===== src/cfos_regs.vh =====
// Contract
// - Input select 00: two phase error bits on top, luma magnitude error below in X[5:0].
// - Input select 01: four chroma error bits in X[7:4], four luma magnitude bits in X[3:0].
// - Input select 10: three phase bits on top, chroma magnitude X[4:2], luma X[1:0].
// - Input select 11: four phase bits in X[7:4], four chroma magnitude bits in X[3:0].
// - Luma/chroma modes: 00 comb/simple, 01 simple/comb, 10 notch/simple, 11 notch/comb.
// - The chroma output select drives its own 4:1 mux with the same coding.
`ifndef CFOS_REGS_VH
`define CFOS_REGS_VH

// ---------------------------------------------------------------
// register map
// ---------------------------------------------------------------
`define CFOS_ADDR_CTRL      8'h0E
`define CFOS_ADDR_STATUS    8'h10
`define CFOS_CTRL_RESET     8'h00

// ---------------------------------------------------------------
// control field positions
// ---------------------------------------------------------------
`define CFOS_TIS_HI         7
`define CFOS_TIS_LO         6
`define CFOS_TSF_HI         5
`define CFOS_TSF_LO         4
`define CFOS_LOS_HI         3
`define CFOS_LOS_LO         2
`define CFOS_COS_HI         1
`define CFOS_COS_LO         0

// ---------------------------------------------------------------
// field codes
// ---------------------------------------------------------------
`define CFOS_TIS_PH2_LUMA   2'h0
`define CFOS_TIS_CH4_LUMA4  2'h1
`define CFOS_TIS_PH3_CH_LU  2'h2
`define CFOS_TIS_PH4_CH4    2'h3
`define CFOS_OSEL_COMB      2'h0
`define CFOS_OSEL_FLAT_COMB 2'h1
`define CFOS_OSEL_FLAT      2'h2
`define CFOS_OSEL_SIMPLE    2'h3
`define CFOS_LMODE_COMB     2'h0
`define CFOS_LMODE_SIMPLE   2'h1
`define CFOS_LMODE_NOTCH    2'h2
`define CFOS_CMODE_SIMPLE   1'b0
`define CFOS_CMODE_COMB     1'b1

`endif


===== src/cfos_lut_pack.v =====
`timescale 1ns/1ps
`include "cfos_regs.vh"

module cfos_lut_pack (
  // select
  input  wire [1:0] sel_in,
  // error terms
  input  wire [3:0] phase_err_in,
  input  wire [3:0] chroma_err_in,
  input  wire [5:0] luma_err_in,
  // packed table input
  output reg  [7:0] x_out
);

  // msbs of each error term are kept; lsbs are dropped when narrowed
  always @* begin
    case (sel_in)
      `CFOS_TIS_PH2_LUMA:  x_out = {phase_err_in[3:2], luma_err_in};
      `CFOS_TIS_CH4_LUMA4: x_out = {chroma_err_in, luma_err_in[5:2]};
      `CFOS_TIS_PH3_CH_LU: x_out = {phase_err_in[3:1], chroma_err_in[3:1],
                                    luma_err_in[5:4]};
      `CFOS_TIS_PH4_CH4:   x_out = {phase_err_in, chroma_err_in};
      default:             x_out = 8'h00;
    endcase
  end

endmodule


===== src/cfos_out_mux.v =====
`timescale 1ns/1ps
`include "cfos_regs.vh"

module cfos_out_mux #(
  parameter W = 10
) (
  // clock and reset
  input  wire         clock_in,
  input  wire         sys_rst_in,
  // select and pixel data
  input  wire [1:0]   sel_in,
  input  wire [W-1:0] comb_in,
  input  wire [W-1:0] flat_in,
  input  wire [W-1:0] simple_in,
  // selected pixel, two cycles after the inputs
  output reg  [W-1:0] data_out
);

  reg [1:0]   sel_q;
  reg [W-1:0] comb_q;
  reg [W-1:0] flat_q;
  reg [W-1:0] simple_q;
  wire [W-1:0] flat_minus_comb;

  // one stage for every operand so the difference stays pixel aligned
  always @(posedge clock_in) begin
    if (sys_rst_in) begin
      sel_q    <= 2'h0;
      comb_q   <= {W{1'b0}};
      flat_q   <= {W{1'b0}};
      simple_q <= {W{1'b0}};
    end else begin
      sel_q    <= sel_in;
      comb_q   <= comb_in;
      flat_q   <= flat_in;
      simple_q <= simple_in;
    end
  end

  // two's complement wrap, same width as the operands
  assign flat_minus_comb = flat_q - comb_q;

  // 4:1 output selection
  always @(posedge clock_in) begin
    if (sys_rst_in) begin
      data_out <= {W{1'b0}};
    end else begin
      case (sel_q)
        `CFOS_OSEL_COMB:      data_out <= comb_q;
        `CFOS_OSEL_FLAT_COMB: data_out <= flat_minus_comb;
        `CFOS_OSEL_FLAT:      data_out <= flat_q;
        `CFOS_OSEL_SIMPLE:    data_out <= simple_q;
        default:              data_out <= comb_q;
      endcase
    end
  end

endmodule


===== src/cfos_top.v =====
`timescale 1ns/1ps
`include "cfos_regs.vh"

module cfos_top #(
  parameter W = 10
) (
  // clock and reset
  input  wire         clock_in,
  input  wire         sys_rst_in,
  // register port
  input  wire [7:0]   reg_addr_in,
  input  wire [7:0]   reg_wdata_in,
  input  wire         reg_wr_in,
  input  wire         reg_rd_in,
  output reg  [7:0]   reg_rdata_out,
  // comb fail error terms
  input  wire         err_valid_in,
  input  wire [3:0]   phase_err_in,
  input  wire [3:0]   chroma_err_in,
  input  wire [5:0]   luma_err_in,
  // adaption table input and special function
  output reg          table_valid_out,
  output reg  [7:0]   table_x_out,
  output reg  [1:0]   luma_mode_out,
  output reg          chroma_mode_out,
  // luma pixel sources
  input  wire         pix_valid_in,
  input  wire [W-1:0] luma_comb_in,
  input  wire [W-1:0] luma_flat_in,
  input  wire [W-1:0] luma_simple_in,
  // chroma pixel sources
  input  wire [W-1:0] chroma_comb_in,
  input  wire [W-1:0] chroma_flat_in,
  input  wire [W-1:0] chroma_simple_in,
  // selected pixels
  output reg          pix_valid_out,
  output wire [W-1:0] luma_out,
  output wire [W-1:0] chroma_out
);

  // ---------------------------------------------------------------
  // control register
  // ---------------------------------------------------------------
  reg  [7:0] ctrl;
  wire [1:0] table_input_select;
  wire [1:0] table_special_function;
  wire [1:0] luma_output_select;
  wire [1:0] chroma_output_select;

  // full byte write; every bit is a live field, none reserved
  always @(posedge clock_in) begin
    if (sys_rst_in) begin
      ctrl <= `CFOS_CTRL_RESET;
    end else if (reg_wr_in && reg_addr_in == `CFOS_ADDR_CTRL) begin
      ctrl <= reg_wdata_in;
    end
  end

  assign table_input_select     = ctrl[`CFOS_TIS_HI:`CFOS_TIS_LO];
  assign table_special_function = ctrl[`CFOS_TSF_HI:`CFOS_TSF_LO];
  assign luma_output_select     = ctrl[`CFOS_LOS_HI:`CFOS_LOS_LO];
  assign chroma_output_select   = ctrl[`CFOS_COS_HI:`CFOS_COS_LO];

  // ---------------------------------------------------------------
  // read back
  // ---------------------------------------------------------------
  reg  [7:0] next_rdata;

  // status shows the last packed table input; unmapped reads give zero
  always @* begin
    next_rdata = 8'h00;
    if (reg_addr_in == `CFOS_ADDR_CTRL) begin
      next_rdata = ctrl;
    end else if (reg_addr_in == `CFOS_ADDR_STATUS) begin
      next_rdata = table_x_out;
    end
  end

  // data stand for the one cycle after the read strobe only
  always @(posedge clock_in) begin
    if (sys_rst_in) begin
      reg_rdata_out <= 8'h00;
    end else if (reg_rd_in) begin
      reg_rdata_out <= next_rdata;
    end else begin
      reg_rdata_out <= 8'h00;
    end
  end

  // ---------------------------------------------------------------
  // adaption table input packing
  // ---------------------------------------------------------------
  wire [7:0] packed_x;
  reg  [1:0] next_luma_mode;
  reg        next_chroma_mode;

  cfos_lut_pack u_pack (
    .sel_in        (table_input_select),
    .phase_err_in  (phase_err_in),
    .chroma_err_in (chroma_err_in),
    .luma_err_in   (luma_err_in),
    .x_out         (packed_x)
  );

  // special function decode of luma and chroma treatment
  always @* begin
    case (table_special_function)
      2'h0: begin
        next_luma_mode   = `CFOS_LMODE_COMB;
        next_chroma_mode = `CFOS_CMODE_SIMPLE;
      end
      2'h1: begin
        next_luma_mode   = `CFOS_LMODE_SIMPLE;
        next_chroma_mode = `CFOS_CMODE_COMB;
      end
      2'h2: begin
        next_luma_mode   = `CFOS_LMODE_NOTCH;
        next_chroma_mode = `CFOS_CMODE_SIMPLE;
      end
      2'h3: begin
        next_luma_mode   = `CFOS_LMODE_NOTCH;
        next_chroma_mode = `CFOS_CMODE_COMB;
      end
      default: begin
        next_luma_mode   = `CFOS_LMODE_COMB;
        next_chroma_mode = `CFOS_CMODE_SIMPLE;
      end
    endcase
  end

  // table input is held between valid samples so the table sees no glitch
  always @(posedge clock_in) begin
    if (sys_rst_in) begin
      table_valid_out <= 1'b0;
      table_x_out     <= 8'h00;
      luma_mode_out   <= `CFOS_LMODE_COMB;
      chroma_mode_out <= `CFOS_CMODE_SIMPLE;
    end else begin
      table_valid_out <= err_valid_in;
      luma_mode_out   <= next_luma_mode;
      chroma_mode_out <= next_chroma_mode;
      if (err_valid_in) begin
        table_x_out <= packed_x;
      end
    end
  end

  // ---------------------------------------------------------------
  // output selection
  // ---------------------------------------------------------------
  reg pix_valid_q;

  // valid follows the two mux stages
  always @(posedge clock_in) begin
    if (sys_rst_in) begin
      pix_valid_q   <= 1'b0;
      pix_valid_out <= 1'b0;
    end else begin
      pix_valid_q   <= pix_valid_in;
      pix_valid_out <= pix_valid_q;
    end
  end

  // luma path
  cfos_out_mux #(.W(W)) u_luma_mux (
    .clock_in   (clock_in),
    .sys_rst_in (sys_rst_in),
    .sel_in     (luma_output_select),
    .comb_in    (luma_comb_in),
    .flat_in    (luma_flat_in),
    .simple_in  (luma_simple_in),
    .data_out   (luma_out)
  );

  // chroma path, same coding
  cfos_out_mux #(.W(W)) u_chroma_mux (
    .clock_in   (clock_in),
    .sys_rst_in (sys_rst_in),
    .sel_in     (chroma_output_select),
    .comb_in    (chroma_comb_in),
    .flat_in    (chroma_flat_in),
    .simple_in  (chroma_simple_in),
    .data_out   (chroma_out)
  );

endmodule


===== config.mk =====
export PLATFORM = sky130hd
export DESIGN_NAME = cfos_top
export DESIGN_NICKNAME = d
export VERILOG_FILES = /design/src/cfos_lut_pack.v /design/src/cfos_out_mux.v /design/src/cfos_top.v
export VERILOG_INCLUDE_DIRS = /design/src
export SDC_FILE = /design/constraint.sdc
export NUM_CORES = 1
export LEC_CHECK = 0
export ABC_CLOCK_PERIOD_IN_PS = 2600
export BUFFER_PORTS_ARGS = -buffer_cell sky130_fd_sc_hd__buf_2
export CAP_MARGIN = 10
export CORE_MARGIN = 2
export CORE_UTILIZATION = 52
export CTS_CLUSTER_DIAMETER = 120
export DETAILED_ROUTE_END_ITERATION = 8
export GPL_TIMING_DRIVEN = 0
export PLACE_DENSITY = 0.78
export SYNTH_ARGS = -nofsm -noshare
export SYNTH_HDL_FRONTEND = slang
export SYNTH_SLANG_ARGS = --single-unit

===== constraint.sdc =====
create_clock -name clock_in -period 2.6 [get_ports clock_in]
set_input_delay 0.39 -clock clock_in [delete_from_list [all_inputs] [get_ports clock_in]]
set_output_delay 0.39 -clock clock_in [all_outputs]
set_load 0.005 [all_outputs]

# --- Yosys cells after proc, flatten, opt, wreduce, memory -nomap -nowiden ---
# Index checks and enable logic that the tools add are counted.
op_classes:
  n_addsub: 2
  n_eq_ne: 14
  mux: 7
  bitwise_logic: 1
  reduce_logical: 9
ops:
  columns: ["op", "count"]
  rows:
  - ["10-bit case mux with 4 select lines", 2]
  - ["8-bit case mux with 4 select lines", 1]
  - ["10-bit subtractor", 2]
  - ["2-bit == test (second input constant)", 8]
  - ["8-bit two-way mux", 2]
  - ["2-bit by 1-bit == test with 1-bit output (second input constant)", 4]
  - ["8-bit by 4-bit == test with 1-bit output (second input constant)", 1]
  - ["8-bit by 5-bit == test with 1-bit output (second input constant)", 1]
  - ["2-bit logical NOT", 4]
  - ["2-bit OR reduction", 4]
  - ["2-bit case mux with 3 select lines", 1]
  - ["1-bit case mux with 2 select lines", 1]
  - ["1-bit logical AND", 1]
  - ["1-bit NOT", 1]
word_totals:
  regBits: 114
  in_bits: 96
  elab_cells: 51

# --- Logic depth before layout (Yosys ltp) ---
logic_depth:
  ltp_word: 3
  ltp_mapped: 9
  ltp_nobuf: 9

# --- By module ---
# A second synthesis with hierarchy kept.
unflattened:
  hier_cells: 490
  hier_area_um2: 4929.7
by_module_without_submodules:
  columns: ["mod", "instances", "cells_each", "area_each_um2", "seq_area_each_um2"]
  rows:
  - ["cfos_out_mux at u_chroma_mux", 1, 187, 1834.3, 840.8]
  - ["cfos_out_mux at u_luma_mux", 1, 188, 1815.5, 840.8]
  - ["cfos_top", 1, 102, 1096.1, 600.6]
  - ["cfos_lut_pack", 1, 13, 183.9, 0.0]

# --- Worst setup path before layout ---
# Ideal clock, no wire load.
synth_path:
  kind: "reg2reg"
  start: "reg u_chroma_mux.flat_q[0]"
  end: "reg u_chroma_mux.data_out[4]"
  setup_time_ps: 128
  arrival_time_ps: 1896
  required_time_ps: 2472
  path_slack_ps: 576
  path_stages_with_launch: 10
  period_less_slack_ps: 2024
  cell_sequence: "dfxtp_1 -> inv_1 -> ha_1 -> inv_1 -> fa_1 -> a21o_1 -> a21oi_1 -> xnor2_1 -> mux4_2 -> nor2b_1"
synth_between:
  elab_chain_len: 2
synth_lines:
  columns: ["item", "line", "text"]
  rows:
  - ["start: declaration", "cfos_out_mux.v:21", "reg [W-1:0] flat_q;"]
  - ["start signal: assignment", "cfos_out_mux.v:30", "flat_q <= {W{1'b0}};"]
  - ["start signal: assignment", "cfos_out_mux.v:35", "flat_q <= flat_in;"]
  - ["10-bit subtractor", "cfos_out_mux.v:41", "assign flat_minus_comb = flat_q - comb_q;"]
  - ["10-bit case mux with 4 select lines", "cfos_out_mux.v:48", "case (sel_q)"]
  - ["end signal: assignment", "cfos_out_mux.v:49", "`CFOS_OSEL_COMB: data_out <= comb_q;"]
  - ["end signal: assignment", "cfos_out_mux.v:50", "`CFOS_OSEL_FLAT_COMB: data_out <= flat_minus_comb;"]
  - ["end signal: assignment", "cfos_out_mux.v:51", "`CFOS_OSEL_FLAT: data_out <= flat_q;"]
  - ["end: declaration", "cfos_out_mux.v:16", "output reg [W-1:0] data_out"]
# Every way passes these cells.
# A chain may end at the register's enable or synchronous reset.

# --- Final worst setup path ---
# Ends and elaborated chain as after synthesis.

==> results by group <==
Run status
  – Status: complete, no violations

STA
  – Slew headroom: 51.89%
  – Least-Margin Pin Slew: 721.6 ps
  – Final Max Tran Viols: 0
  – RSZ-0062 raised after global routing: no
  – Post-Route Setup TNS: 0 ps
  – Final setup fails: 0
  – Fin crit share: 88.44%
  – Fmax: 0.4349 GHz
  – Post-layout min period: 2300 ps
  – Final hold violations: 0
  – Max Clock Skew: 8.013 ps

Route
  – Routed WL per cell: 15.99 um
  – Vias per cell: 5.282
  – Final WL: 12,340 um
  – DRT antenna net count: 0
  – Pre-antenna DRT Iters: 4
  – Number of DRC violations after detailed-routing iteration 0: 177
  – Vias: 4,078
  – Post-route DRC violation count: 0

Hold path
  – Min-Delay Path Class: input port to flip-flop
  – Hold endpoint: u_luma_mux.flat_q[1]
  – Hold path cells: 2
  – Hold path startpoint: luma_flat_in[1]

Clock tree
  – Post-CTS Hold Fix Bufs: 0
  – H-tree depth: 4
  – TritonCTS clock tree: yes
  – Clock Sinks: 114
  – CTS-repair resized insts: 0
  – Skew-Pair Late Insertion Delay: 510 ps
  – Clock tree buffer depth: 2
  – Root buffer cell: clkbuf_8
  – CTS buffer count: 17
  – Clock slew at reported path FFs: 60 ps
  – Post-CTS setup buffers: 0

Floorplan
  – Die H: 100.8 um
  – Num ports: 137
  – Die width: 100.8 um
  – # rows: 35
  – Die ar.: 10,150 um^2
  – Placeable Area: 9153 um^2
  – Starting Density: 53.19%

Run
  – Max cap viols: 0

Power
  – Peak supply drop: 0.4259 mV
  – Pleak: 0.002783 uW
  – Power Dens Cells: 756.5 nW/um^2

Critical path
  – Startpoint types: flip-flop
  – CP peak stage delay: 480 ps
  – WP data arrival: 2670 ps
  – Most used cell, CP: inv_1
  – Internal reg-to-reg setup slack: 300 ps
  – Crit-path max FO: 3
  – Crit-path cells: inv_1 > ha_1 > inv_1 > fa_1 > a21o_1 > a21oi_1 > xnor2_1 > mux4_2 > nor2b_1
  – CP required: 2970 ps
  – R2R depth: 9
  – RR Startpoint: u_chroma_mux.flat_q[0]
  – Worst path slowest cell: mux4_2
  – Crit end category: flip-flop
  – Worst setup path class: flip-flop to flip-flop
  – Worst R2R End: u_chroma_mux.data_out[4]

Yosys
  – Syn Nets: 611
  – Top_reg_cell synth: dfxtp_1
  – Sequential fraction of the synthesis area: 46.88%
  – EDFF count, synth: 0
  – Syn Inst Count: 495
  – Post-synthesis cell type count: 46
  – Synth Cell Area: 4868 um^2
  – Syn. warnings: 0
  – Synth Area per Inst: 9.835 um^2
  – Asr flop ratio synth: 0%
  – Number of synthesized register bits: 114

Global route
  – GRT Total Usage: 24.84%
  – Largest net degree at the start of global routing: 17
  – Grt ovf: 0
  – Global-route wire length before repair: 19,310 um
  – Vias in the first global route: 4,081
  – Initial antenna violation count: 0

Layout
  – Area delta synth->final: 29.45%
  – Most frequent cells in the layout: buf_2 (141), dfxtp_1 (114), nor2b_1 (84), nor2_1 (41), inv_1 (25)
  – Antenna Cells: 0
  – Final nets: 764
  – Non-Filler Instances: 772
  – Fillers: 708
  – Share of layout cells above drive strength 1: 29.20%
  – Commonest non-fill, non-tap cell in the layout: buf_2

Place
  – RD Place Congestion: 0.8841
  – Port bufs: 134
  – Placed Instances: 740
  – DP HPWL: 8676 um
[synth_stat cells, types with 2 or more instances]
master | instances | area [um^2]
o21ai_0 | 16 | 80.08
and3_1 | 2 | 12.51
buf_2 | 7 | 35.03
clkbuf_1 | 16 | 60.06
mux2_2 | 4 | 45.04
ha_1 | 18 | 225.2
nand3_1 | 9 | 45.04
o211ai_1 | 2 | 15.01
o31a_1 | 2 | 17.52
nand2b_1 | 6 | 37.54
inv_1 | 25 | 93.84
a31oi_1 | 5 | 31.28
a21oi_1 | 22 | 110.1
mux4_2 | 12 | 270.3
nand3b_1 | 4 | 30.03
a211oi_1 | 12 | 90.09
dfxtp_1 | 114 | 2282
a22oi_1 | 12 | 90.09
nor2_1 | 41 | 153.9
buf_1 | 2 | 7.510
mux2i_1 | 16 | 160.2
xnor2_1 | 2 | 17.52
nor2b_1 | 84 | 525.5
o22ai_1 | 6 | 37.54
nand2_1 | 24 | 90.09
nor3_1 | 2 | 10.01
o21a_1 | 3 | 22.52
xor2_1 | 8 | 70.07
fa_1 | 2 | 40.04
[cell type report]
class                   instances  area [um^2]  share of cell area [%]
multi-input cells             330         2379                   37.74
flip-flops and latches        114         2282                   36.21
repair buffers                134        670.6                   10.64
clock buffers                  20        445.4                   7.068
clock inverters                12        178.9                   2.839
well taps                     111        138.9                   2.204
plain buffers                  26        113.9                   1.807
inverters                      25        93.84                   1.489
[worst max-delay path: cells and delay by family (launching register included)]
kind / cells / cell delay (ps)
adders and majority gates: 2 / 600
muxes: 1 / 480
AOI/OAI and AO/OA: 2 / 410
and+or+nand+nor: 1 / 140
DFF: 1 / 310
xor gates and xnor gates: 1 / 110
buffers and inverters: 2 / 120
[worst max-delay path by stage]
stage	start	slack, ps	to	cells after the start
floorplan	u_chroma_mux.flat_q[0]	580	u_chroma_mux.data_out[4]	9
global placement	u_chroma_mux.flat_q[0]	450	u_chroma_mux.data_out[4]	9
detailed placement	u_chroma_mux.flat_q[0]	410	u_chroma_mux.data_out[4]	9
CTS	u_chroma_mux.flat_q[0]	290	u_chroma_mux.data_out[4]	9
global route	u_chroma_mux.flat_q[0]	240	u_chroma_mux.data_out[4]	9
finish	u_chroma_mux.flat_q[0]	300	u_chroma_mux.data_out[4]	9
[report_power, final]
part	switching (uW)	total, uW	internal [uW]	leakage, uW
Combinational	238	466	229	0.00154
Sequential	34.5	1860	1820	0.000941
Clock	835	2450	1610	0.000298
Total	1110	4770	3660	0.00278
[kinds of logic after synthesis]
kind of cell,share of synthesized area [%]
flops,46.88
simple gates,20.25
mux,9.766
buf+inv,4.266
fa+ha+maj,5.449
compound gates,11.59
xor+xnor,1.799
[registers in the layout (all words and copies together) (netlist names), 10 cells and up]
signal / count
u_luma_mux.data_out: 10
u_luma_mux.simple_q: 10
u_chroma_mux.comb_q: 10
u_luma_mux.flat_q: 10
u_chroma_mux.simple_q: 10
u_chroma_mux.flat_q: 10
u_chroma_mux.data_out: 10
u_luma_mux.comb_q: 10
[layer usage]
metal,up-vias,track usage [%],share of wire [%]
met3,31,5.825,4.4
met5,-,0,0
met1,1896,27.82,41
met2,141,44.72,52
met4,0,10.85,2.8
li1,2010,-,-
[per-stage QoR]
stage | util, % | setup slack (ps) | area [um^2] | hold WS (ps) | total power (uW)
global placement | 62.04 | 452.5 | 5678 | 421.5 | 2332
finish | 68.86 | 300.4 | 6302 | 86.49 | 4768
global route | 68.86 | 235.9 | 6302 | 73.91 | 4926
CTS | 68.86 | 290.5 | 6302 | 72.52 | 4783
detailed placement | 62.04 | 407.1 | 5678 | 427.3 | 2346
floorplan | - | 575.7 | 4868 | 413.8 | 2177
(Power assumes the default switching activity.)
